===== src/hw/cxe_defs.vh =====
// Constants for the exception entry block
`ifndef CXE_DEFS_VH
`define CXE_DEFS_VH
`define CXE_VEC_W       6
`define CXE_VEC_RESET   6'h00
`define CXE_VEC_NMI     6'h07
`define CXE_VEC_TRAP0   6'h08
`define CXE_VEC_BREAK   6'h0C
`define CXE_VEC_IRQ0    6'h0E
`define CXE_NIRQ        16
`define CXE_IRQ_W       4
`define CXE_VTAB_DEPTH  16
`define CXE_RST_SEQ     3'h4
`endif


===== src/hw/cxe_vec_rom.v =====
// Vector number table for maskable sources, registered read
`timescale 1ns/10ps
`include "cxe_defs.vh"
module cxe_vec_rom (
  input  wire                  clk,
  input  wire [`CXE_IRQ_W-1:0] addr,
  output reg  [`CXE_VEC_W-1:0] data
);
  wire [`CXE_VEC_W-1:0] mem [0:`CXE_VTAB_DEPTH-1];
  genvar g;

  // Source index to vector number, fixed contents
  generate
    for (g = 0; g < `CXE_VTAB_DEPTH; g = g + 1) begin : gTab
      localparam [`CXE_VEC_W-1:0] IDX = g;
      assign mem[g] = `CXE_VEC_IRQ0 + IDX;
    end
  endgenerate

  // Registered read
  always @(posedge clk) begin
    data <= mem[addr];
  end
endmodule


===== src/hw/cxe_exception_entry.v =====
// Exception entry: reset, trap, NMI, break and maskable interrupts
`timescale 1ns/10ps
`include "cxe_defs.vh"
module cxe_exception_entry (
  input  wire                  clk,
  input  wire                  rstn,
  input  wire                  extResetPinN,
  input  wire                  wdtOverflow,
  input  wire                  trapExec,
  input  wire [1:0]            trapNum,
  input  wire                  nmiReq,
  input  wire                  breakReq,
  input  wire [`CXE_NIRQ-1:0]  irqReq,
  input  wire                  intMask,
  input  wire                  boundary,
  input  wire                  excAck,
  output reg                   coreReset,
  output reg                   excStart,
  output reg  [`CXE_VEC_W-1:0] excVector,
  output reg                   excIsReset,
  output reg                   excBusy,
  output reg  [`CXE_NIRQ-1:0]  irqAccept
);
  // Sequencer states
  localparam ST_IDLE  = 2'h0;
  localparam ST_RHOLD = 2'h1;
  localparam ST_RSEQ  = 2'h2;
  localparam ST_ROM   = 2'h3;

  // Registers and internal nets
  reg [1:0]            state_r;
  reg [1:0]            state_nxt;
  reg                  pinSync1_r;
  reg                  pinSync2_r;
  reg                  wdtSync1_r;
  reg                  wdtSync2_r;
  reg [2:0]            seqCnt_r;
  reg [`CXE_IRQ_W-1:0] romAddr_r;
  wire [`CXE_VEC_W-1:0] romData;
  wire                 resetAsserted;
  wire [`CXE_NIRQ-1:0] irqLive;
  wire                 anyIrq;
  reg  [`CXE_IRQ_W-1:0] irqIdx;
  wire [`CXE_NIRQ-1:0] acceptHot;
  genvar g;

  // Lowest index wins among maskable sources
  function [`CXE_IRQ_W-1:0] prioEnc;
    input [`CXE_NIRQ-1:0] req;
    integer j;
    begin
      prioEnc = {`CXE_IRQ_W{1'b0}};
      for (j = `CXE_NIRQ - 1; j >= 0; j = j - 1) begin
        if (req[j]) begin
          prioEnc = j[`CXE_IRQ_W-1:0];
        end
      end
    end
  endfunction

  // Pin and watchdog synchronisers
  always @(posedge clk) begin
    if (!rstn) begin
      pinSync1_r <= 1'b0;
      pinSync2_r <= 1'b0;
      wdtSync1_r <= 1'b0;
      wdtSync2_r <= 1'b0;
    end else begin
      pinSync1_r <= extResetPinN;
      pinSync2_r <= pinSync1_r;
      wdtSync1_r <= wdtOverflow;
      wdtSync2_r <= wdtSync1_r;
    end
  end

  assign resetAsserted = !pinSync2_r || wdtSync2_r;

  assign irqLive = intMask ? {`CXE_NIRQ{1'b0}} : irqReq;
  assign anyIrq  = |irqLive;

  always @* begin
    irqIdx = prioEnc(irqLive);
  end

  // Vector table lookup, addressed by the live pick so that the
  // word is ready in the cycle after the index is latched
  cxe_vec_rom uRom (
    .clk  (clk),
    .addr (irqIdx),
    .data (romData)
  );

  // One-hot accept strobe from the latched index
  generate
    for (g = 0; g < `CXE_NIRQ; g = g + 1) begin : gHot
      localparam [`CXE_IRQ_W-1:0] IDX = g;
      assign acceptHot[g] = (romAddr_r == IDX);
    end
  endgenerate

  // Next state
  always @* begin
    state_nxt = state_r;
    case (state_r)
      // Irq goes to lookup only when nothing stronger waits
      ST_IDLE: begin
        if (resetAsserted) begin
          state_nxt = ST_RHOLD;
        end else if (boundary && !excBusy && anyIrq && !nmiReq &&
                     !breakReq && !trapExec) begin
          state_nxt = ST_ROM;
        end
      end
      ST_RHOLD: begin
        if (!resetAsserted) begin
          state_nxt = ST_RSEQ;
        end
      end
      ST_RSEQ: begin
        if (resetAsserted) begin
          state_nxt = ST_RHOLD;
        end else if (seqCnt_r == `CXE_RST_SEQ) begin
          state_nxt = ST_IDLE;
        end
      end
      // Vector word lands here, then back to idle
      ST_ROM: begin
        state_nxt = resetAsserted ? ST_RHOLD : ST_IDLE;
      end
      default: state_nxt = ST_RHOLD;
    endcase
  end

  // Sequencer and outputs; reset dominates every branch
  // Entry pulse and accept strobe last one cycle
  always @(posedge clk) begin
    if (!rstn) begin
      state_r    <= ST_RHOLD;
      seqCnt_r   <= 3'h0;
      romAddr_r  <= {`CXE_IRQ_W{1'b0}};
      coreReset  <= 1'b1;
      excStart   <= 1'b0;
      excVector  <= `CXE_VEC_RESET;
      excIsReset <= 1'b0;
      excBusy    <= 1'b0;
      irqAccept  <= {`CXE_NIRQ{1'b0}};
    end else begin
      state_r   <= state_nxt;
      excStart  <= 1'b0;
      irqAccept <= {`CXE_NIRQ{1'b0}};
      // Core has fetched the vector
      if (excAck) begin
        excBusy <= 1'b0;
      end
      if (resetAsserted) begin
        coreReset  <= 1'b1;
        excBusy    <= 1'b0;
        excIsReset <= 1'b0;
        seqCnt_r   <= 3'h0;
      end else if (state_r == ST_RHOLD) begin
        coreReset  <= 1'b0;
        seqCnt_r   <= 3'h0;
      end else if (state_r == ST_RSEQ) begin
        // Fixed delay before the reset entry pulse
        seqCnt_r <= seqCnt_r + 3'h1;
        if (seqCnt_r == `CXE_RST_SEQ) begin
          excStart   <= 1'b1;
          excVector  <= `CXE_VEC_RESET;
          excIsReset <= 1'b1;
          excBusy    <= 1'b1;
        end
      end else if (state_r == ST_ROM) begin
        excStart   <= 1'b1;
        excVector  <= romData;
        excIsReset <= 1'b0;
        excBusy    <= 1'b1;
        irqAccept  <= acceptHot;
      end else if (boundary && !excBusy) begin
        excIsReset <= 1'b0;
        if (nmiReq) begin
          excStart  <= 1'b1;
          excVector <= `CXE_VEC_NMI;
          excBusy   <= 1'b1;
        end else if (trapExec) begin
          excStart  <= 1'b1;
          excVector <= `CXE_VEC_TRAP0 + {4'h0, trapNum};
          excBusy   <= 1'b1;
        end else if (breakReq) begin
          excStart  <= 1'b1;
          excVector <= `CXE_VEC_BREAK;
          excBusy   <= 1'b1;
        end else if (anyIrq) begin
          romAddr_r <= irqIdx;
        end
      end
    end
  end
endmodule


===== config.mk =====
export PLATFORM = sky130hd
export DESIGN_NAME = cxe_exception_entry
export DESIGN_NICKNAME = d
export VERILOG_FILES = /design/src/hw/cxe_vec_rom.v /design/src/hw/cxe_exception_entry.v
export VERILOG_INCLUDE_DIRS = /design/src /design/src/hw
export SDC_FILE = /design/constraint.sdc
export NUM_CORES = 1
export LEC_CHECK = 0
export BUFFER_PORTS_ARGS = -buffer_cell sky130_fd_sc_hd__buf_2
export CAP_MARGIN = 20
export CORE_MARGIN = 2
export CORE_UTILIZATION = 27
export DETAILED_ROUTE_END_ITERATION = 10
export HOLD_SLACK_MARGIN = 0.15
export PLACE_DENSITY = 0.6
export SLEW_MARGIN = 20
export SYNTH_ARGS = -nofsm -noshare
export SYNTH_HDL_FRONTEND = slang
export SYNTH_SLANG_ARGS = --single-unit
export TNS_END_PERCENT = 1

===== constraint.sdc =====
create_clock -name clk -period 2.9 [get_ports clk]
set_input_delay 0.29 -clock clk [delete_from_list [all_inputs] [get_ports clk]]
set_output_delay 0.29 -clock clk [all_outputs]
set_load 0.05 [all_outputs]

Yosys cells after proc, flatten, opt, wreduce, memory -nomap -nowiden
Memory sizes are Yosys's and may differ from the RTL's. A register that Yosys moved wholly into a read port is not among the register bits.
Index checks and enable logic that the tools add are counted.
- register bits: 39
- ROM bits: 96
- word-level logic and storage cells: 122
- memories: 1
- add/subtract/negate cells: 2
- eq/ne operators: 23
- multiplexer cells: 51
- bitwise operators: 9
- reductions and logical operators: 23
- memories (memory ; words ; width ; rd ports ; clocked after memory_dff ; write ports ; RTL line ; text):
    (name not given) ; 16 ; 6 ; 1 ; 1 ; 0 ; cxe_vec_rom.v:22 ; data <= mem[addr];
- operators with widths (cell ; number):
    4-bit 2-to-1 mux ; 16
    6-bit 2-to-1 mux ; 7
    4-bit == test (second input constant) ; 8
    1-bit 2-to-1 mux ; 21
    4-bit by 3-bit == test with 1-bit output (second input constant) ; 4
    16-bit 2-to-1 mux ; 1
    16-bit OR reduction ; 1
    2-bit 2-to-1 mux ; 5
    9-bit AND reduction ; 1
    4-bit by 2-bit == test with 1-bit output (second input constant) ; 2
    1-bit inverter ; 8
    2-bit case mux with 4 select lines ; 1
    3-bit != test (second input constant) ; 2
    3-bit AND reduction ; 2
    4-bit by 2-bit adder with 5-bit output (first input constant) ; 1
    1-bit logical AND ; 5
    1-bit logical NOT ; 5
    4-bit inverter with 5-bit output ; 1
    5-bit AND reduction ; 1
    5-bit nonzero test ; 1
    5-bit OR reduction ; 1
    2-bit == test (second input constant) ; 2
    4-bit by 1-bit == test with 1-bit output (second input constant) ; 1
    4-bit logical NOT ; 1
    9 further kinds ; 10

Longest topological paths before layout
Gate-level depths: netlist (run 1).
- word-level depth: 18
- mapped depth: 7

Hierarchy
Synthesis (run 1) repeated with hierarchy kept, for this count alone.
- cell total of the unflattened synthesis: 196
- area total of the unflattened synthesis: 1806.7 µm²
- by module, submodules not included (module ; instances ; cells each ; area each (µm²) ; sequential area each (µm²)):
    cxe_exception_entry ; 1 ; 181 ; 1644.1 ; 780.7
    cxe_vec_rom ; 1 ; 15 ; 162.7 ; 100.1

Worst setup path after synthesis (run 1)
Ideal clock, no wire load.
- path type: register -> register
- from: reg excBusy
- to: reg excVector[4]
- arrival time: 1.787 ns
- data required time: 2.829 ns
- setup slack: 1.042 ns
- stages on the path, launching flop included: 6
- period minus slack after synthesis: 1.858 ns
- cell sequence: dfxtp_1 > or3b_2 > nor2b_1 > o211ai_2 > or2_2 > a21oi_1
- longest elaborated chain between the ends: 4
- ends and longest elaborated chain (element ; RTL line ; text):
    start, declared ; cxe_exception_entry.v:21 ; output reg excBusy,
    start signal, assigned ; cxe_exception_entry.v:145 ; excBusy <= 1'b0;
    start signal, assigned ; cxe_exception_entry.v:153 ; excBusy <= 1'b0;
    start signal, assigned ; cxe_exception_entry.v:157 ; excBusy <= 1'b0;
    1-bit logical NOT ; cxe_exception_entry.v:178 ; end else if (boundary && !excBusy) begin
    1-bit logical AND ; cxe_exception_entry.v:178 ;
    3-bit nonzero test (no source line) ; n/a ;
    5-bit AND reduction (no source line) ; n/a ;
    end signal, assigned ; cxe_exception_entry.v:174 ; excVector <= romData;
    end signal, assigned ; cxe_exception_entry.v:182 ; excVector <= `CXE_VEC_NMI;
    end signal, assigned ; cxe_exception_entry.v:186 ; excVector <= `CXE_VEC_TRAP0 + {4'h0, trapNum};
    end, declared ; cxe_exception_entry.v:19 ; output reg [`CXE_VEC_W-1:0] excVector,
No other way between the ends.
A chain may end at the register's enable or synchronous reset.

Worst setup path in the final report (run 1)
- from: reg state_r[0]
- to: reg excVector[4]
- longest elaborated chain between the ends: 3
- ends and longest elaborated chain (element ; RTL line ; text):
    start, declared ; cxe_exception_entry.v:31 ; reg [1:0] state_r;
    start signal, assigned ; cxe_exception_entry.v:148 ; state_r <= state_nxt;
    2-bit == test (tied with other cells) ; cxe_exception_entry.v:163 ; end else if (state_r == ST_RSEQ) begin
    5-bit nonzero test (no source line) (tied with other cells) ; n/a ;
    5-bit AND reduction (no source line) / 6-bit 2-to-1 mux (equally long branches) ; n/a ;
    end signal, assigned ; cxe_exception_entry.v:168 ; excVector <= `CXE_VEC_RESET;
    end signal, assigned ; cxe_exception_entry.v:174 ;
    end signal, assigned ; cxe_exception_entry.v:182 ;
Several ways; a longest one is shown, not always the timed one.

==> results of run 1 <==
==> Yosys cell counts (2+ instances only) <==
library cell	instances
clkbuf_1	4
and2b_1	2
inv_1	10
nand3_1	4
o21ai_0	9
nand2_1	25
or3_1	2
mux2_2	2
nor4b_1	2
mux2i_1	5
nor4_1	5
a21oi_1	8
dfxtp_1	43
ha_1	4
and2_1	5
nand4_1	3
nor2b_1	2
nor3_1	5
nor2_1	35
==> routing by layer <==
metal | vias to the layer above | wire, um
met5 | - | 0
met3 | 6 | 213
li1 | 791 | -
met1 | 676 | 1890
met4 | 0 | 63
met2 | 45 | 1590
==> metrics by stage <==
stage	area (um2)	power (mW)	hold WS [ns]	setup slack, ns	std cells
4_1_cts	2160	1.05	0.191	1.04	331
6_report	2160	1.04	0.197	1.04	331
3_5_place_dp	2080	0.686	0.421	0.969	323
2_1_floorplan	1750	0.652	0.408	1.04	200
3_3_place_gp	2080	0.685	0.417	0.994	323
5_1_grt	2160	1.08	0.192	0.927	331
==> cells by family (layout without fill, tap and decap cells) <==
| family | after synthesis | in the layout | share of synthesized area (%) |
|---|---|---|---|
| compound gates | 29 | 29 | 10.7 |
| flops | 43 | 43 | 49.2 |
| xor+xnor | 1 | 1 | 0.500 |
| simple gates | 99 | 99 | 28.7 |
| mux | 7 | 7 | 4.15 |
| buf+inv | 16 | 70 | 3.72 |
| other cells | 1 | 1 | 0.214 |
| fa+ha+maj | 4 | 4 | 2.86 |
==> cell type report <==
cell class,instances,share of cell area (%)
clock buffers,6,3.35
clock inverters,2,0.578
inverters,10,1.73
multi-input cells,141,38.1
flip-flops and latches,43,39.8
well taps,77,4.45
repair buffers,52,12.0
==> final timing paths <==
| kind | to | from | cells after the start | slack (ns) |
|---|---|---|---|---|
| setup / recovery | excVector[4] | state_r[0] | 5 | 1.04 |
| hold / removal | excBusy | excAck | 2 | 0.20 |
| setup reg to reg | excVector[4] | state_r[0] | 5 | 1.04 |
| hold reg to reg | wdtSync2_r | wdtSync1_r | 1 | 0.43 |
==> cells in the final DEF (no fill, tap or decap), types with 2 or more instances in the layout <==
cell type	synthesis	routed
mux2i_1	5	5
nor2b_1	2	2
and2b_1	2	2
nor3_1	5	5
nor4_1	5	5
and2_1	5	5
inv_1	10	10
buf_2	1	52
dfxtp_1	43	43
nor2_1	35	35
nand2_1	25	25
nand3_1	4	4
or3_1	2	2
mux2_2	2	2
clkbuf_8	0	5
nand4_1	3	3
o21ai_0	9	9
nor4b_1	2	2
ha_1	4	4
a21oi_1	8	8
==> power by group through the flow <==
stage / logic, mW / clock network [mW] / registers [mW]
2_1_floorplan: 0.0360 / 0 / 0.616
3_3_place_gp: 0.0693 / 0 / 0.616
3_5_place_dp: 0.0697 / 0 / 0.616
4_1_cts: 0.0699 / 0.378 / 0.602
5_1_grt: 0.0793 / 0.399 / 0.604
6_report: 0.0701 / 0.365 / 0.602
==> registers in the layout, summed over array words and instances (netlist names), 2 cells and up <==
name       count
irqAccept     16
state_r        2
romAddr_r      4
seqCnt_r       3
uRom.data      5
excVector      5
==> worst register-to-register path: cells and delay by family (launching register included) <==
| family | cells | cell delay, ns |
|---|---|---|
| DFF | 1 | 0.42 |
| and+or+nand+nor | 3 | 1.04 |
| AOI/OAI and AO/OA | 2 | 0.35 |
==> results.txt, run 1 <==
- The flow ran to the end, and the final reports show no timing, DRC or antenna violations.
* Post-Synthesis Cells: 200
- Dividing the detail-routed wire length by the instance count gives 11.3 um.
- Timing would allow up to 0.538 GHz.
* Clock edge transition at the registers on the reported setup and hold paths: roughly 0.08 ns
- Gr busiest metal: met2
* Power density cells: approximately 480 nW/um2
- Half-perimeter wire length after placement: a little under 3 mm
* Critical path startpoint category: register
* Clk Latency, worst-skew pair: between 0.2 and 0.3 ns
- Number of max-capacitance violations reported: 0
* Synth top area share: 49.2%
- For met2 alone, demand over resource in global routing was 16.5%.
* Arrival time of data at the critical path endpoint: between 2 and 2.5 ns
- The clock passes through at most 2 buffers.
* Clk network pwr share: 35.2%
* Mean number of vias per cell: roughly 4.6
- Placement Rows: 29
- For this design, the sink count on the clock tree is 43.
- Final global-route overflow total: 0
- TritonCTS built the clock tree.
- Final-layout setup total negative slack: 0 ns
- The cell sitting at the root of the clock tree is a clkbuf_8.
* Initial Utilization: roughly 28%
- Final nets: around 290
- Path class of the lowest-slack min-delay path: in -> reg
* H-tree depth: 2
- Yosys warning count: 0
- Maximum fanout along the worst path: 12
- Boundary pin count: 54
* Number of hold buffers added after cts: 0
* Buffers and inverters on the worst path: 0
- Count of flip-flops with a built-in enable after synthesis: 0
- In the synthesized netlist the dominant register cell turns out to be dfxtp_1.
* Number of flip-flops and latches in the synthesized netlist: 43
- At the end of routability-driven placement, the weighted congestion stood at about 0.74.
* Count of inserted antenna diode cells: 0
* Unrepaired setup endpoints after global routing: false
- Counting I/O delays and the setup requirement, the final critical path takes 1.86 ns.
- Number of inserted filler cells in the final layout: 672
* Chain of cells forming the critical path: or3b_2, nor2b_1, o211ai_2, or2_2, a21oi_1
* Area of the core region: roughly 6300 um2
* Via count of the first global-routing pass: between 1000 and 1500
- After the first detailed-routing iteration, the DRC count stood at 42.
- Cells fill around a third of the core in the end.
* Layout cells sized above 1: 26.8%
- Biggest area consumer among synthesized cells: dfxtp_1
* Internal Power: between 700 and 800 uW
- For the final database, setup skew stands at ~0.0038 ns.
- The sequential cells in the finished layout cover a total of 861 um2.
- The share of total power dissipated in combinational logic is 6.8%.
- Total routing usage reported by global routing: between 10 and 15%
- Hold Vio Cnt, Final: 0
- A synthesized cell averages 8.75 um2.
* Setup fix buffers added after clock tree synthesis: 0
- In this run the static leakage power is 0.935 nW.
- Die height: roughly 85 um
- On the critical path, the stage with the largest delay is an instance of or3b_2.
* Met1 demand-to-capacity share in global routing: roughly 15%
- The die is approximately 85 um wide.
- Worst Setup Path Type: reg -> reg
- Portion of total power attributed to sequential cells: 58.0%
- Max VDD drop: 0.000217 V
- The cell area that synthesis handed to floorplanning was ~1800 um2.
* Fraction of registers with async set or reset after synthesis: 0%
- The detail route stage leaves a number of antenna-violating nets equal to 0.
* Wire length after detailed routing: approximately 3.8 mm
- The number of gates resized after CTS was 0.
* Most area-consuming cells after synthesis: dfxtp_1 (49%), nor2_1 (7.5%), nand2_1 (5.4%)
- Overall die area: slightly above 7000 um2
- Layout Area Growth over Synthesis: 23.7%
* Fraction of met3 tracks used by global routing: 2.95%
* Crit path largest cell delay: between 0.5 and 0.6 ns
- The count of final max-slew check failures is 0.
* Critical path capture point type: register
* TritonCTS Buffers: 5
- The first global-routing pass estimated 6.20 mm of wire.
* Max-slew headroom: between 60% and 70%
- The multi-input combinational cells in the finished layout cover a total of slightly above 800 um2.
- Switching power total: between 200 and 250 uW
- Nets in the synthesized netlist: about 230
- Cell family contributing the most delay on the critical path: simple AND/OR/NAND/NOR gates
- Maximum number of pins on one net before global-route repair: 18
- Switching Fraction: 23.3%
- The count of buffers added on input and output ports is 52.
* Register area share after synthesis: about half
- Distinct cell type count of the synthesized netlist: 44
- The number of antenna violations at the first check in global routing is 0.
- Data required time at the worst endpoint: roughly 3.1 ns
- In the routed design, unresolved DRC markers number 0.
* Count of endpoints failing setup in the final report: 0
- Share of the cycle needed by the critical path after routing: between 60% and 70%
* First-pass iteration count of the detailed router: 4
- Transition at the pin with the smallest max-transition slack: 0.585 ns
- Vias post-DR: approximately 1500
No activity file was read; power rests on OpenSTA's default activity.
==> inputs of run 2 (changes only) <==
==> constraint.sdc (replaced) <==
create_clock -name clk -period 1.9 [get_ports clk]
set_input_delay 0.19 -clock clk [delete_from_list [all_inputs] [get_ports clk]]
set_output_delay 0.19 -clock clk [all_outputs]
set_load 0.05 [all_outputs]
==> run 2 against run 1 <==
Fmax up 13%. Sequential cell count unchanged. Clock skew up 0.0016 ns. Register-to-register slack worse by 0.79 ns. Via count up 2.6%. Non-clock buffer count up 10. Wire length up 2.9%. Critical path depth up 3. Die area unchanged. Sequential share of layout area down 1.5 points. Critical endpoint is now excVector[2]. Clock power up 55%.
==> results.txt, run 2 (synthesized netlist as in run 1, its figures left out) <==
- Run status: finished clean (unchanged)
* Leading cell types in the layout, fill and taps excluded: buf_2 (52), dfxtp_1 (43), nor2_1 (35) (unchanged)
- Wire length after detailed routing: 3.86 mm (was 3.76 mm)
- Clock edge transition at the registers on the reported setup and hold paths: 0.08 ns (about the same)
* Maximum number of pins on one net before global-route repair: 14 (was 18)
* Initial Utilization: 27.7% (unchanged)
- The average routed wire per standard cell came to 11.3 um (about the same).
- Clock tree from TritonCTS: built (unchanged)
- The last weighted congestion value of the routability-driven placer is 0.809 (was 0.744).
* Number of nets with antenna violations after routing: 0 (unchanged)
* Port Buf Inserts: 52 (unchanged)
- Worst Setup Path Type: reg -> reg (unchanged)
- The maximum single-stage delay on the critical path was 0.40 ns (was 0.51 ns).
- Vias post-DR: 1557 (was 1518)
* Final number of max-transition violations: 0 (unchanged)
- The total CTS buffers is 5 (unchanged).
* Clock period minus final worst setup slack: 1.64 ns (was 1.86 ns)
- The area of the die was 7140 um2 (unchanged).
* Clk Latency, worst-skew pair: 0.29 ns (about the same)
* Count of inserted antenna diode cells: 0 (unchanged)
* Global-route wire length before repair: 6.42 mm (was 6.20 mm)
* Critical path capture point type: register (unchanged)
- Arrival time of data at the critical path endpoint: 1.82 ns (was 2.09 ns)
- Count of endpoints failing setup in the final report: 0 (unchanged)
- Final-layout setup total negative slack: 0 ns (unchanged)
* Register with the highest flop count: irqAccept (unchanged)
- Final routed DRC violation total: 0 (unchanged)
* Cell family contributing the most delay on the critical path: flip-flops (was simple AND/OR/NAND/NOR gates)
- The placed wire-length estimate after detailed placement was 3.02 mm (was 2.90 mm).
- Clock skew: 0.00539 ns (was 0.00380 ns)
* Total routing usage reported by global routing: 11.2% (was 10.8%)
- The row count came to 29 (unchanged).
* Maximum clock rate: 0.608 GHz (was 0.538 GHz)
- The fraction of the core area covered by cells at the end of the flow is 35.6% (was 34.3%).
- The type of element launching the critical path is a register (unchanged).
* Sinks on Clock Net: 43 (unchanged)
- Chain of cells forming the critical path: inv_1, ha_1, a21oi_1, nand2_1, o211ai_2, buf_4, mux2i_1, nor2_1 (was or3b_2, nor2b_1, o211ai_2, or2_2, a21oi_1).
- Via count of the first global-routing pass: 1375 (was 1352)
* Initial antenna violation count: 0 (unchanged)
- Root Buffer Master: clkbuf_8 (unchanged)
- Setup fix buffers added after clock tree synthesis: 0 (unchanged)
- The combined buffer and inverter count along the critical path is 2 (was 0).
* H-tree depth: 2 (unchanged)
- Power density cells: 713 nW/um2 (was 479 nW/um2)
* Max-slew headroom: 67.2% (was 61.0%)
- Unrepaired setup endpoints after global routing: false (unchanged).
- Number of inserted filler cells in the final layout: 679 (was 672)
- Crit-path slowest cell: dfxtp_1 (was or3b_2)
- Die height: 84.5 um (unchanged)
- Boundary pin count: 54 (unchanged)
- The worst supply voltage drop on vdd was 0.000330 V (was 0.000217 V).
- The highest net fanout along the worst path was 6 (was 12).
* Number of max-capacitance violations reported: 0 (unchanged)
* Worst slack on hold paths: 0.198 ns (was 0.197 ns)
- Transition at the pin with the smallest max-transition slack: 0.487 ns (was 0.585 ns)
- Hold Vio Cnt, Final: 0 (unchanged)
- Most frequent standard cell in the layout excluding fill and tap cells: buf_2 (unchanged)
* Number of DRC violations after detailed-routing iteration 0: 45 (was 42)
- The core footprint came to 6310 um2 (unchanged).
- The total global routing overflow was 0 (unchanged).
* Final nets: 295 (was 285)
- Reported leakage power: 0.982 nW (was 0.935 nW)
* Mean number of vias per cell: 4.57 (was 4.59)
- Share of the cycle needed by the critical path after routing: 86.6% (was 64.1%)
- The area growth from synthesis to layout was 28.4% (was 23.7%).
- Path class of the lowest-slack min-delay path: in -> reg (unchanged)
- First-pass iteration count of the detailed router: 4 (unchanged)
- The die span in x was 84.5 um (unchanged).
* Largest regs: irqAccept (16), excVector (5), uRom.data (5) (unchanged)
- Flip-flop count of the largest register after layout: 16 (unchanged)
- Largest buffer count on any clock path: 2 (unchanged)
- Data required time at the worst endpoint: 2.08 ns (was 3.13 ns)
- Layout cells sized above 1: 28.4% (was 26.8%)
## run 2: per-layer routing
metal,share of wire [%],vias to the layer above,global-route usage [%]
met4,1.8,0,4.33
met1,49,699,15.5
met3,4.9,6,2.65
met2,44,41,17.0
met5,0,-,0
li1,-,811,-
## run 2: final cells by class
class / count / area [um2] / area share [%]
sequential: 43 / 861 / 38.3
clock inverter: 2 / 12.5 / 0.557
tap: 77 / 96.3 / 4.29
clock buffer: 6 / 72.6 / 3.23
multi-input combinational: 141 / 825 / 36.7
inverter: 10 / 37.5 / 1.67
timing repair buffer: 62 / 343 / 15.3
## run 2: worst reg2reg max path, cell delays in order (launching register included)
cell	delay, ns
dfxtp_1	0.40
inv_1	0.06
ha_1	0.21
a21oi_1	0.16
nand2_1	0.11
o211ai_2	0.17
buf_4	0.19
mux2i_1	0.17
nor2_1	0.05
## run 2: worst paths after layout
check / startpoint / to / slack [ns] / depth (start not counted)
hold / removal: irqReq[9] / uRom.data[0] / 0.20 / 3
setup reg to reg: seqCnt_r[0] / excVector[2] / 0.26 / 8
hold reg to reg: pinSync1_r / pinSync2_r / 0.44 / 1
setup / recovery: seqCnt_r[0] / excVector[2] / 0.26 / 8
## run 2: metrics by stage
step,instances,worst slack (ns),power (mW),area [um2]
floorplan,200,0.0422,0.995,1750
global placement,330,0.128,1.05,2130
detailed placement,330,0.0896,1.05,2130
CTS,341,0.245,1.62,2250
global route,341,0.0710,1.67,2250
finish,341,0.255,1.60,2250
## run 2: power breakdown
group / internal (mW) / leakage, nW / switching, mW
clock: 0.257 / 0.0412 / 0.309
sequential: 0.912 / 0.348 / 0.00463
combinational: 0.0534 / 0.592 / 0.0660
total: 1.22 / 0.982 / 0.379
## run 2: what timing repair did
item / 4_1_cts / 5_1_grt
setup endpoints to repair: 0 / 0
gates resized for setup: 0 / 0
hold buffers: 3 / 0
endpoints found under the hold margin: 3 / 0
==> inputs of run 3 (changes only) <==
--- a/config.mk
+++ b/config.mk
@@ -6,7 +6,7 @@
 export SDC_FILE = /design/constraint.sdc
 export NUM_CORES = 1
 export LEC_CHECK = 0
-export BUFFER_PORTS_ARGS = -buffer_cell sky130_fd_sc_hd__buf_2
+export BUFFER_PORTS_ARGS = -buffer_cell sky130_fd_sc_hd__buf_4
 export CAP_MARGIN = 20
 export CORE_MARGIN = 2
 export CORE_UTILIZATION = 27
==> run 3 against run 2 <==
Via count shrank 1.9%. Final cell count is the same. Hold slack lost 0.040 ns. Clock skew shrank 0.0023 ns. Non-clock buffer count is the same. Sequential share of layout area shrank 2.1 points. Worst setup slack gained 0.018 ns. Die area is the same. Sequential power is essentially flat. Design area grew 5.8%.
==> results.txt, run 3 (synthesized netlist as in run 1, its figures left out) <==
- The worst slew slack as a fraction of its limit was 66.8% (was 67.2%).
- Initial antenna violation count: 0 (unchanged)
- Final global-route overflow total: 0 (unchanged)
- Most frequent standard cell in the layout excluding fill and tap cells: buf_4 (was buf_2)
- The overall die height is 84.5 um (unchanged).
- The count of final max-slew check failures is 0 (unchanged).
* Crit-path slowest cell: or3b_2 (was dfxtp_1)
- The combined buffer and inverter count along the critical path is 0 (was 2).
* Layout cells sized above 1: 28.4% (unchanged)
- Clk Latency, worst-skew pair: 0.29 ns (about the same)
- Register with the highest flop count: irqAccept (unchanged)
* Clock edge transition at the registers on the reported setup and hold paths: 0.08 ns (about the same)
- The global-route wire length before repair came to 6.95 mm (was 6.42 mm).
- Crit path largest cell delay: 0.48 ns (was 0.40 ns)
* Clock tree from TritonCTS: built (unchanged)
* Unrepaired setup endpoints after global routing: false (unchanged)
- TritonCTS Buffers: 5 (unchanged)
- Number of inserted filler cells in the final layout: 659 (was 679)
- The total non-filler cell area in the finished layout is 2380 um2 (was 2250 um2).
- The number of top-level pins was 54 (unchanged).
* Port Buf Inserts: 52 (unchanged)
* Critical path startpoint category: register (unchanged)
* Path class of the lowest-slack min-delay path: in -> reg (unchanged)
* Area of the core region: 6310 um2 (unchanged)
- The routed via count divided by cell count is 4.48 (was 4.57).
- Sinks on Clock Net: 43 (unchanged)
- Gp weighted congestion: 0.796 (was 0.809)
- The via count of the first global-routing pass was 1538 (was 1375).
- The path type of the worst setup path is reg -> reg (unchanged).
- Leading cell types in the layout, fill and taps excluded: buf_4 (59), dfxtp_1 (43), nor2_1 (35) (was buf_2 (52), dfxtp_1 (43), nor2_1 (35))
- The worst supply voltage drop on vdd was 0.000318 V (was 0.000330 V).
- Cell family contributing the most delay on the critical path: simple AND/OR/NAND/NOR gates (was flip-flops)
* Final-layout setup total negative slack: 0 ns (unchanged)
* Avg WL per Cell: 11.7 um (was 11.3 um)
* Maximum clock rate: 0.615 GHz (was 0.608 GHz)
* Instance count on the critical path: 5 (was 8)
* Worst reg2reg path depth: 5 (was 8)
- The row count is 29 (unchanged).
- The total iterations of the first detailed-routing run came to 4 (unchanged).
- Total area of sequential cells: 861 um2 (unchanged)
- The post-CTS setup buffer count was 0 (unchanged).
- The final period demand of the worst path was 1.63 ns (was 1.64 ns).
- The post-place instance area is 2260 um2 (was 2130 um2).
* Hold Vio Cnt, Final: 0 (unchanged)
- The area of the multi-input gates was 825 um2 (unchanged).
- The final clock period utilization by the worst path came to 85.6% (was 86.6%).
* Final nets: 295 (unchanged)
* Vias post-DR: 1528 (was 1557)
- Half-perimeter wire length after placement: 3.11 mm (was 3.02 mm)
- The number of endpoints failing setup at the final stage came to 0 (unchanged).
* Transition at the pin with the smallest max-transition slack: 0.491 ns (was 0.487 ns)
- The worst-case clock skew is 0.00313 ns (was 0.00539 ns).
- The area growth from synthesis to layout is 35.8% (was 28.4%).
* Root Buffer Master: clkbuf_8 (unchanged)
* Reported leakage power: 1.00 nW (was 0.982 nW)
- Power density cells: 680 nW/um2 (was 713 nW/um2)
- Overall die area: 7140 um2 (unchanged)
- Run status: finished clean (unchanged).
* Largest buffer count on any clock path: 2 (unchanged)
* Wire length after detailed routing: 3.99 mm (was 3.86 mm)
- Hold path cells: 2 (was 3)
- The number of nets with antenna violations after routing was 0 (unchanged).
- The flip-flop count of the largest register, all copies and words added came to 16 (unchanged).
* Initial Utilization: 27.7% (unchanged)
- Critical path capture point type: register (unchanged)
- H-tree depth: 2 (unchanged)
* Number of DRC violations after detailed-routing iteration 0: 59 (was 45)
- The endpoint required time on the critical path came to 2.13 ns (was 2.08 ns).
* Maximum fanout along the worst path: 4 (was 6)
* Final routed DRC violation total: 0 (unchanged)
- Count of inserted antenna diode cells: 0 (unchanged)
* Number of max-capacitance violations reported: 0 (unchanged)
* Overall die width: 84.5 um (unchanged)
* Arrival time of data at the critical path endpoint: 1.85 ns (was 1.82 ns)
* Total routing usage reported by global routing: 12.0% (was 11.2%)
- Maximum number of pins on one net before global-route repair: 14 (unchanged)
- Largest regs: irqAccept (16), excVector (5), uRom.data (5) (unchanged).
- Chain of cells forming the critical path: or3b_2, nor2b_1, o211ai_2, or2_2, a21oi_1 (was inv_1, ha_1, a21oi_1, nand2_1, o211ai_2, buf_4, mux2i_1, nor2_1)
## run 3: cell counts in the layout (fill, tap and decap cells not counted)
No cell type changed its count.
## run 3: repair_timing
item / CTS / global route
hold buffers: 3 / 0
endpoints found under the hold margin: 3 / 0
resized for setup: 0 / 0
## run 3: worst paths after layout
check	startpoint	end	slack (ns)
hold / removal	rstn	wdtSync2_r	0.16
setup reg to reg	excBusy	excVector[4]	0.27
setup / recovery	excBusy	excVector[4]	0.27
hold reg to reg	pinSync1_r	pinSync2_r	0.44
## run 3: through the flow
stage / hold slack, ns / util (%) / total power, mW / setup WS [ns] / std cells
2_1_floorplan: 0.308 / - / 0.995 / 0.0422 / 200
5_1_grt: 0.172 / 37.7 / 1.69 / 0.126 / 341
3_5_place_dp: 0.404 / 35.8 / 1.07 / 0.111 / 330
4_1_cts: 0.152 / 37.7 / 1.64 / 0.277 / 341
6_report: 0.159 / 37.7 / 1.62 / 0.273 / 341
3_3_place_gp: 0.398 / 35.8 / 1.07 / 0.134 / 330
## run 3: cell type report
class,instances,share of cell area (%)
Timing Repair Buffer,62,19.9
Inverter,10,1.58
Multi-Input combinational cell,141,34.7
Clock inverter,2,0.526
Clock buffer,6,3.05
Sequential cell,43,36.2
Tap cell,77,4.05
## run 3: metal layers
layer | GRT usage, % | wire length, um | vias up | share of wire (%)
met4 | 3.46 | 44 | 0 | 1.1
met3 | 2.85 | 187 | 4 | 4.7
met2 | 19.1 | 1810 | 42 | 45
li1 | - | - | 804 | -
met5 | 0 | 0 | - | 0
met1 | 16.3 | 1950 | 678 | 49
## run 3: report_power, final
| group | leakage, nW | switching, mW | internal, mW | total (mW) |
|---|---|---|---|---|
| Sequential | 0.348 | 0.00503 | 0.912 | 0.917 |
| Combinational | 0.613 | 0.0667 | 0.0700 | 0.137 |
| Clock | 0.0412 | 0.306 | 0.257 | 0.563 |
| Total | 1.00 | 0.378 | 1.24 | 1.62 |
